<file path="src/design/oca_pkg.sv">
package oca_pkg;
   // ************************************************************
   // frame layout, 13 bits, bit 12 is sent first
   // ************************************************************
   localparam int unsigned FRAME_W = 13;
   localparam int unsigned ADDR_HI = 12;   // address field, first bit
   localparam int unsigned ADDR_LO = 11;   // address field, second bit
   localparam int unsigned MSG_BIT = 10;   // one: opcode, zero: data
   localparam int unsigned ODD_BIT = 9;    // odd/even byte flag
   localparam int unsigned SPARE_BIT = 8;  // unused, always one
   localparam int unsigned INFO_HI = 7;    // information field, msb
   localparam int unsigned INFO_LO = 0;    // information field, lsb

   // ************************************************************
   // unit addresses
   // ************************************************************
   localparam logic [1:0] ADDR_MASTER = 2'h3;
   localparam logic [1:0] ADDR_NET_END = 2'h0;
   localparam logic [1:0] ADDR_REGEN = 2'h2;

   // ************************************************************
   // counting and reset values
   // ************************************************************
   localparam logic [1:0] RUN_VALID = 2'h3;  // identical receptions needed
   localparam logic [1:0] RUN_RST = 2'h0;
   localparam logic [12:0] FRAME_RST = 13'h0000;

   // ************************************************************
   // opcodes; cannot_comply is at least two bits away from all
   // other codes, keep_latched_idle included
   // ************************************************************
   localparam logic [7:0] OP_UNLATCH_ALL = 8'hFF;
   localparam logic [7:0] OP_KEEP_LATCHED = 8'h18;
   localparam logic [7:0] OP_CANNOT_COMPLY = 8'h0F;
   localparam logic [7:0] OP_LOOPBACK = 8'h50;
   localparam logic [7:0] OP_CRC_REQUEST = 8'h5A;
   localparam logic [7:0] OP_CRC_NOTIFY = 8'h5C;
   localparam logic [7:0] OP_NEXT_BYTE = 8'h30;
endpackage

</file>
<file path="src/design/oca_slave.sv">
// What this block does
// - echo each properly addressed frame back unless answering cannot_comply
// - act only after three identical frames
// - count identical receptions per pair only
// - reply in the next returning frame
// - loopback and crc commands latch together
// - unlatch-all clears every latched condition
// - slave never sends a message unprompted
// - unaddressed network end sends keep-latched idle
// - regenerator passes upstream frames unless itself addressed
// - addressed regenerator overwrites upstream frames
// - pair commands echo and act per pair
// - global command judged on selected pair
// - answers go only on pairs that carried a frame
// - unsupported third repeat answers cannot_comply
// - invalid-in-state command enters cannot_comply
// - cannot_comply code two bits from others
// - three unlatch-all leave cannot_comply
// - frame is 13 bits per line frame
// - addresses 11, 00, 10; reply own address
`timescale 1ns/100ps
`default_nettype none
module oca_slave
   import oca_pkg::*;
#(
   parameter int unsigned NUM_PAIRS = 3,  // pairs carrying the channel
   parameter bit IS_REGEN = 1'b0          // one: regenerator, zero: network end
) (
   input wire logic i_clk,
   input wire logic i_rst_n,
   // frames from the master direction, one strobe per line frame
   input wire logic [NUM_PAIRS-1:0] i_dn_valid,
   input wire logic [NUM_PAIRS-1:0][12:0] i_dn_frame,
   // frames from the network end toward the master (regenerator only)
   input wire logic [NUM_PAIRS-1:0] i_up_valid,
   input wire logic [NUM_PAIRS-1:0][12:0] i_up_frame,
   // pair on which global commands are judged
   input wire logic [1:0] i_sel_pair,
   // frames toward the master
   output logic [NUM_PAIRS-1:0] o_up_valid,
   output logic [NUM_PAIRS-1:0][12:0] o_up_frame,
   // frames passed on toward the network end (regenerator only)
   output logic [NUM_PAIRS-1:0] o_dn_valid,
   output logic [NUM_PAIRS-1:0][12:0] o_dn_frame,
   // latched conditions per pair
   output logic [NUM_PAIRS-1:0] o_loopback,
   output logic [NUM_PAIRS-1:0] o_crc_request,
   output logic [NUM_PAIRS-1:0] o_crc_notify,
   output logic [NUM_PAIRS-1:0] o_cannot_comply,
   // one-cycle pulse when a command takes effect
   output logic o_action,
   output logic [7:0] o_action_code
);
   // ************************************************************
   // own address and fixed replies
   // ************************************************************
   localparam logic [1:0] MY_ADDR = IS_REGEN ? ADDR_REGEN : ADDR_NET_END;

   // keep-latched idle with own address, sent when not addressed
   localparam logic [12:0] IDLE_FRAME = {MY_ADDR, 1'b1, 1'b0, 1'b1, OP_KEEP_LATCHED};

   // cannot_comply reply, own address
   localparam logic [12:0] CC_FRAME = {MY_ADDR, 1'b1, 1'b0, 1'b1, OP_CANNOT_COMPLY};

   // ************************************************************
   // state of the block
   // ************************************************************
   typedef struct packed {
      logic [NUM_PAIRS-1:0] up_v;           // frame toward master
      logic [NUM_PAIRS-1:0][12:0] up_f;
      logic [NUM_PAIRS-1:0] dn_v;           // forwarded frame downstream
      logic [NUM_PAIRS-1:0][12:0] dn_f;
      logic [NUM_PAIRS-1:0][12:0] resp;     // last reply per pair
      logic [NUM_PAIRS-1:0] ovr;            // regenerator overwriting
      logic [NUM_PAIRS-1:0] loop;           // latched loopback
      logic [NUM_PAIRS-1:0] crc_req;        // latched crc request
      logic [NUM_PAIRS-1:0] crc_ntf;        // latched crc notify
      logic [NUM_PAIRS-1:0] cc;             // cannot_comply state
      logic act_v;                          // action pulse
      logic [7:0] act_code;
   } oca_st_t;

   oca_st_t s_q;
   oca_st_t s_d;

   // run counters, one per pair
   logic [NUM_PAIRS-1:0][1:0] run;
   logic [NUM_PAIRS-1:0] third;

   // ************************************************************
   // per-pair identity counters
   // ************************************************************
   // each pair counts on its own, runs are never merged across pairs
   generate
      for (genvar g = 0; g < NUM_PAIRS; g++) begin : g_pair
         oca_run_count u_run (
            .i_clk(i_clk),
            .i_rst_n(i_rst_n),
            .i_valid(i_dn_valid[g]),
            .i_frame(i_dn_frame[g]),
            .o_run(run[g]),
            .o_third(third[g])
         );
      end
   endgenerate

   // ************************************************************
   // command evaluation and reply
   // ************************************************************
   // set and clear masks are collected over all pairs first, so a
   // latch set on one pair survives a clear arriving on another
   always_comb begin
      logic [12:0] fr;
      logic [12:0] rsp;
      logic [7:0] op;
      logic hit;
      logic known;
      logic bad;
      logic sel_ok;
      logic [NUM_PAIRS-1:0] clr;
      logic [NUM_PAIRS-1:0] set_loop;
      logic [NUM_PAIRS-1:0] set_crq;
      logic [NUM_PAIRS-1:0] set_cnt;
      logic [NUM_PAIRS-1:0] set_cc;
      fr = FRAME_RST;
      rsp = FRAME_RST;
      op = 8'h00;
      hit = 1'b0;
      known = 1'b0;
      bad = 1'b0;
      sel_ok = 1'b0;
      clr = '0;
      set_loop = '0;
      set_crq = '0;
      set_cnt = '0;
      set_cc = '0;
      s_d = s_q;
      s_d.up_v = '0;
      s_d.dn_v = '0;
      s_d.act_v = 1'b0;
      for (int p = 0; p < NUM_PAIRS; p++) begin
         // regenerator forwards every downstream frame untouched
         if (IS_REGEN) begin
            s_d.dn_v[p] = i_dn_valid[p];
            if (i_dn_valid[p]) begin
               s_d.dn_f[p] = i_dn_frame[p];
            end
         end
         if (i_dn_valid[p]) begin
            fr = i_dn_frame[p];
            op = fr[INFO_HI:INFO_LO];
            // properly addressed opcode frame
            hit = (fr[ADDR_HI:ADDR_LO] == MY_ADDR) && fr[MSG_BIT];
            known = (op == OP_UNLATCH_ALL) || (op == OP_KEEP_LATCHED) ||
                    (op == OP_LOOPBACK) || (op == OP_CRC_REQUEST) ||
                    (op == OP_CRC_NOTIFY) || (op == OP_NEXT_BYTE);
            // next byte without a read in progress is out of state;
            // this block has no read mode, so it is always refused
            bad = !known || (op == OP_NEXT_BYTE);
            // network end judges global commands on one pair only
            sel_ok = IS_REGEN || (2'(p) == i_sel_pair);
            if (!hit) begin
               // not addressed: idle reply, regenerator stays transparent
               rsp = IDLE_FRAME;
               s_d.ovr[p] = 1'b0;
            end else begin
               // addressed regenerator takes over the upstream slot
               s_d.ovr[p] = 1'b1;
               if (run[p] == RUN_VALID && bad) begin
                  // third and later repeats of a refused command
                  rsp = CC_FRAME;
                  set_cc[p] = 1'b1;
               end else if (s_q.cc[p] && op != OP_UNLATCH_ALL) begin
                  // stuck until unlatch-all arrives three times
                  rsp = CC_FRAME;
               end else begin
                  // identical echo of the received frame
                  rsp = fr;
               end
               // act on the third identical frame, never earlier
               if (third[p] && !bad) begin
                  case (op)
                     OP_UNLATCH_ALL: begin
                        // clears all latches and cannot_comply
                        if (IS_REGEN) begin
                           clr[p] = 1'b1;
                        end else if (sel_ok) begin
                           clr = '1;
                        end
                     end
                     OP_LOOPBACK: begin
                        // global in the network end, per pair in regen
                        if (IS_REGEN) begin
                           set_loop[p] = 1'b1;
                        end else if (sel_ok) begin
                           set_loop = '1;
                        end
                     end
                     OP_CRC_REQUEST: begin
                        set_crq[p] = 1'b1;
                     end
                     OP_CRC_NOTIFY: begin
                        set_cnt[p] = 1'b1;
                     end
                     default: begin
                        // keep-latched idle: nothing changes
                     end
                  endcase
                  // pulse only where the command really took effect
                  if (op != OP_KEEP_LATCHED && (sel_ok || op == OP_CRC_REQUEST ||
                      op == OP_CRC_NOTIFY)) begin
                     s_d.act_v = 1'b1;
                     s_d.act_code = op;
                  end
               end
            end
            s_d.resp[p] = rsp;
            // network end answers in the very next returning frame,
            // on every pair that carried a frame, and only then
            if (!IS_REGEN) begin
               s_d.up_v[p] = 1'b1;
               s_d.up_f[p] = rsp;
            end
         end
         // regenerator upstream slot: pass through or overwrite
         if (IS_REGEN && i_up_valid[p]) begin
            s_d.up_v[p] = 1'b1;
            if (s_q.ovr[p]) begin
               s_d.up_f[p] = s_q.resp[p];
            end else begin
               s_d.up_f[p] = i_up_frame[p];
            end
         end
      end
      // set wins over clear in the same cycle
      s_d.loop = (s_q.loop & ~clr) | set_loop;
      s_d.crc_req = (s_q.crc_req & ~clr) | set_crq;
      s_d.crc_ntf = (s_q.crc_ntf & ~clr) | set_cnt;
      s_d.cc = (s_q.cc & ~clr) | set_cc;
   end

   // ************************************************************
   // state register
   // ************************************************************
   always_ff @(posedge i_clk or negedge i_rst_n) begin
      if (!i_rst_n) begin
         s_q <= '0;
      end else begin
         s_q <= s_d;
      end
   end

   // ************************************************************
   // outputs, all straight from flip-flops
   // ************************************************************
   assign o_up_valid = s_q.up_v;
   assign o_up_frame = s_q.up_f;
   assign o_dn_valid = s_q.dn_v;
   assign o_dn_frame = s_q.dn_f;
   assign o_loopback = s_q.loop;
   assign o_crc_request = s_q.crc_req;
   assign o_crc_notify = s_q.crc_ntf;
   assign o_cannot_comply = s_q.cc;
   assign o_action = s_q.act_v;
   assign o_action_code = s_q.act_code;
endmodule
`default_nettype wire

</file>
<file path="src/design/oca_run_count.sv">
`timescale 1ns/100ps
`default_nettype none
// counts identical consecutive frames on one pair
module oca_run_count
   import oca_pkg::*;
(
   input wire logic i_clk,
   input wire logic i_rst_n,
   input wire logic i_valid,
   input wire logic [12:0] i_frame,
   output logic [1:0] o_run,
   output logic o_third
);
   // ************************************************************
   // state
   // ************************************************************
   typedef struct packed {
      logic [12:0] last;  // previous frame on this pair
      logic [1:0] cnt;    // run length so far, saturates at three
   } oca_rc_t;

   oca_rc_t s_q;
   oca_rc_t s_d;

   // run including the frame now arriving
   always_comb begin
      s_d = s_q;
      o_run = s_q.cnt;
      o_third = 1'b0;
      if (i_valid) begin
         // any bit different restarts the run at one
         if (i_frame == s_q.last && s_q.cnt != RUN_RST) begin
            o_run = (s_q.cnt == RUN_VALID) ? RUN_VALID : s_q.cnt + 2'h1;
         end else begin
            o_run = 2'h1;
         end
         // third reception exactly, fires only once per run
         o_third = (o_run == RUN_VALID) && (s_q.cnt != RUN_VALID);
         s_d.last = i_frame;
         s_d.cnt = o_run;
      end
   end

   // registered copy
   always_ff @(posedge i_clk or negedge i_rst_n) begin
      if (!i_rst_n) begin
         s_q <= '{last: FRAME_RST, cnt: RUN_RST};
      end else begin
         s_q <= s_d;
      end
   end
endmodule
`default_nettype wire

</file>
<file path="config.mk">
export PLATFORM = sky130hd
export DESIGN_NAME = oca_slave
export DESIGN_NICKNAME = d
export VERILOG_FILES = /design/src/design/oca_pkg.sv /design/src/design/oca_slave.sv /design/src/design/oca_run_count.sv
export SDC_FILE = /design/constraint.sdc
export NUM_CORES = 1
export LEC_CHECK = 0
export ABC_AREA = 1
export BUFFER_PORTS_ARGS = -buffer_cell sky130_fd_sc_hd__clkbuf_2
export CAP_MARGIN = 25
export CORE_MARGIN = 2
export CORE_UTILIZATION = 51
export DETAILED_ROUTE_END_ITERATION = 8
export HOLD_SLACK_MARGIN = 0.1
export PLACE_DENSITY = 0.91
export REMOVE_ABC_BUFFERS = 1
export SKIP_LAST_GASP = 1
export SLEW_MARGIN = 15
export SYNTH_ARGS = -nofsm -noshare
export SYNTH_HDL_FRONTEND = slang
export SYNTH_SLANG_ARGS = --single-unit
</file>
<file path="constraint.sdc">
create_clock -name i_clk -period 1.75 [get_ports i_clk]
set_input_delay 0.35 -clock i_clk [delete_from_list [all_inputs] [get_ports i_clk]]
set_output_delay 0.35 -clock i_clk [all_outputs]
set_load 0.02 [all_outputs]
</file>
==> results.json <==
{
  "status": "finished with violations",
  "failed_checks": "negative setup slack",
  "wire_per_inst_um": 13.5,
  "cp_data_arrival_time_ns": 2.00,
  "hp-class": "in -> reg",
  "worstPathRequired_ns": 2.00,
  "fin_nets": 1059,
  "setup_tns_ns": -0.000856,
  "rows": 39,
  "timing.final.crit_share_pct": 100,
  "critPathLaunchType": "flop",
  "pwr-share-comb_pct": 14.4,
  "wl_mm": 15.1,
  "tritoncts": "yes",
  "worst-path-max-fanout": 6,
  "final_common_cell": "nand2_1",
  "final_cell_mix": "nand2_1 (232), dfrtp_1 (108), clkbuf_2 (107)",
  "fin_total_pwr_w": 0.00561,
  "drive_above_1_share_pct": 27.9,
  "syn_area_per_cell_um2": 7.41,
  "initial_core_util_pct": 52.3,
  "p_switching_w": 0.00161,
  "ys_types": 32,
  "period_needed_ns": 1.75,
  "drtIter0Drc": 391,
  "drv_slew": 0,
  "die_h_um": 112,
  "switching_share_pct": 28.6,
  "yosysSeqAreaShare_pct": 45.3,
  "p_per_area_nw_per_um2": 749,
  "ys_seq_elements": 108,
  "grt_overflow_total": 0,
  "top_layer": "met4",
  "antenna_found_initial": 0,
  "slew_headroom_pct": 63.5,
  "grt_pass1_wl_mm": 24.4,
  "cts_buffer_depth": 2,
  "area.growth.synth_to_final_pct": 25.5,
  "setup_violations": 1,
  "p_int_w": 0.00401,
  "leakagePower_nw": 4.20,
  "gp_congestion": 0.916,
  "cts-htree-levels": 3,
  "numCtsBuffers": 9,
  "fp.dieArea_um2": 12600,
  "fillCellCount": 944,
  "grt_max_degree": 109,
  "grt_setup_unrepaired": "true",
  "grt_usage_pct": 23.8,
  "finalHoldViolCount": 0,
  "coreArea_um2": 11400,
  "synth_area_um2": 5970,
  "portBuffers": 108,
  "die_x_um": 112,
  "grt_pass1_vias": 5300,
  "min_from": "i_dn_frame[12]",
  "via_count": 5649,
  "cts_root_buf": "clkbuf_16",
  "p_clk_share_pct": 37.9,
  "clkTransAtPathRegs_ns": 0.08,
  "max_freq_mhz": 571,
  "dr_wl_met2_mm": 7.41,
  "ios": 193,
  "ant_nets": 0,
  "worst_pin_slew_ns": 0.547,
  "r2r_start": "g_pair[1].u_run.s_q[3]",
  "diodes": 0,
  "clock-sinks": 108,
  "synthCells": 805,
  "viasPerCell": 5.05,
  "synth-warning-count": 0,
  "ir_worst_vdd_mv": 0.675,
  "critPathCaptureType": "flop",
  "met3_wirelength_um": 792,
  "m1WireLength_mm": 6.38,
  "cap_viol_max_count": 0,
  "first_pass_iters": 5,
  "dp_hpwl_mm": 10.7,
  "drc": 0,
  "crit_type": "reg -> reg",
  "p_seq_share_pct": 47.6,
  "clk_latency_ns": 0.35,
  "crit_start": "g_pair[1].u_run.s_q[3]",
  "timing.final.ws_setup_ns": -0.000856,
  "skew_ns": 0.00691
}
==> Yosys cell counts <==
| library cell | instances | area (um^2) |
|---|---|---|
| a21oi_1 | 19 | 95.1 |
| and2_1 | 2 | 12.5 |
| buf_1 | 3 | 11.3 |
| buf_2 | 4 | 20.0 |
| buf_4 | 45 | 338 |
| buf_6 | 1 | 11.3 |
| clkbuf_1 | 10 | 37.5 |
| conb_1 | 1 | 3.75 |
| dfrtp_1 | 108 | 2700 |
| inv_1 | 92 | 345 |
| inv_2 | 8 | 30.0 |
| nand2_1 | 243 | 912 |
| nand2_2 | 6 | 37.5 |
| nand3_1 | 62 | 310 |
| nand3_2 | 3 | 30.0 |
| nand3b_1 | 2 | 15.0 |
| nand4_1 | 17 | 106 |
| nand4_2 | 2 | 25.0 |
| nor2_1 | 80 | 300 |
| nor2_2 | 7 | 43.8 |
| nor2_4 | 7 | 78.8 |
| nor3_1 | 8 | 40.0 |
| nor3_2 | 1 | 10.0 |
| nor3_4 | 1 | 16.3 |
| nor4_1 | 3 | 18.8 |
| o21ai_0 | 47 | 235 |
| o21ai_1 | 2 | 10.0 |
| o21ai_2 | 1 | 8.76 |
| o21bai_1 | 1 | 7.51 |
| or2_2 | 5 | 31.3 |
| xnor2_1 | 9 | 78.8 |
| xor2_1 | 5 | 43.8 |
==> power by group through the flow <==
stage	sequential (W)	combinational [W]	clock, W
5_1_grt	0.00268	0.000914	0.00226
3_3_place_gp	0.00271	0.000750	0
4_1_cts	0.00267	0.000777	0.00214
2_1_floorplan	0.00274	0.000390	0
6_report	0.00267	0.000811	0.00213
3_5_place_dp	0.00272	0.000768	0
==> registers in the layout, indices dropped and copies added, names as in the netlist, 3 cells and up <==
register          count
g_pair.u_run.s_q     45
o_up_frame           39
o_action_code         8
o_cannot_comply       3
o_crc_notify          3
o_crc_request         3
o_loopback            3
o_up_valid            3
==> worst max-delay path, stage by stage, from the launching register on <==
cell	delay, ns
dfrtp_1	0.42
xnor2_2	0.17
nand3_1	0.13
nor2_2	0.19
nand3_2	0.11
nor2_4	0.13
buf_6	0.14
nand3_1	0.10
nand2_2	0.10
inv_2	0.04
nand2_1	0.05
nand2_1	0.05
==> cell type report <==
class / count / area [um^2] / area share [%]
clock buffer: 9 / 225 / 3.01
clock inverter: 7 / 81.3 / 1.09
inverter: 100 / 375 / 5.01
multi-input combinational: 575 / 2810 / 37.6
sequential: 108 / 2700 / 36.1
tap: 143 / 179 / 2.39
timing repair buffer: 177 / 1110 / 14.9
==> kinds of logic after synthesis <==
group | count (synthesis) | synth area share, %
other | 1 | 0.0628
AND/OR/NAND/NOR | 449 | 33.3
AO/OA/AOI/OAI | 70 | 5.98
XOR/XNOR | 14 | 2.05
flip-flops | 108 | 45.3
buffers and inverters | 163 | 13.3
==> metrics by stage <==
step / utilization, % / instance area [um^2] / hold WS (ns) / cells / setup slack, ns
floorplan: - / 5700 / 0.0544 / 783 / 0.125
global placement: 60.7 / 6930 / 0.448 / 1098 / -0.0766
detailed placement: 60.7 / 6930 / 0.463 / 1098 / -0.148
CTS: 63.5 / 7250 / 0.227 / 1115 / 0.00305
global route: 65.6 / 7490 / 0.248 / 1119 / -0.173
finish: 65.6 / 7490 / 0.228 / 1119 / -0.000856
==> final timing paths <==
path,end,slack (ns),cells past startpoint
max,o_action_code[7],-0.0009,11
min,g_pair[0].u_run.s_q[14],0.23,3
max reg2reg,o_action_code[7],-0.0009,11
min reg2reg,o_up_frame[36],0.48,1
max in group asynchronous,g_pair[2].u_run.s_q[5],0.73,3
min in group asynchronous,g_pair[1].u_run.s_q[7],0.61,3
==> metal layers <==
layer  vias to the layer above  GRT usage (%)
met2                       192           39.1
met5                         -              0
li1                       2764              -
met3                        39           4.32
met1                      2654           30.5
met4                         0           12.0
==> repair_timing <==
action,CTS,global route
hold endpoints to repair,55,0
endpoints found under the setup margin,0,51
gates resized for setup,0,61
hold buffers,1,0
setup buffers,0,4
Power figures use the tool's default switching activity.
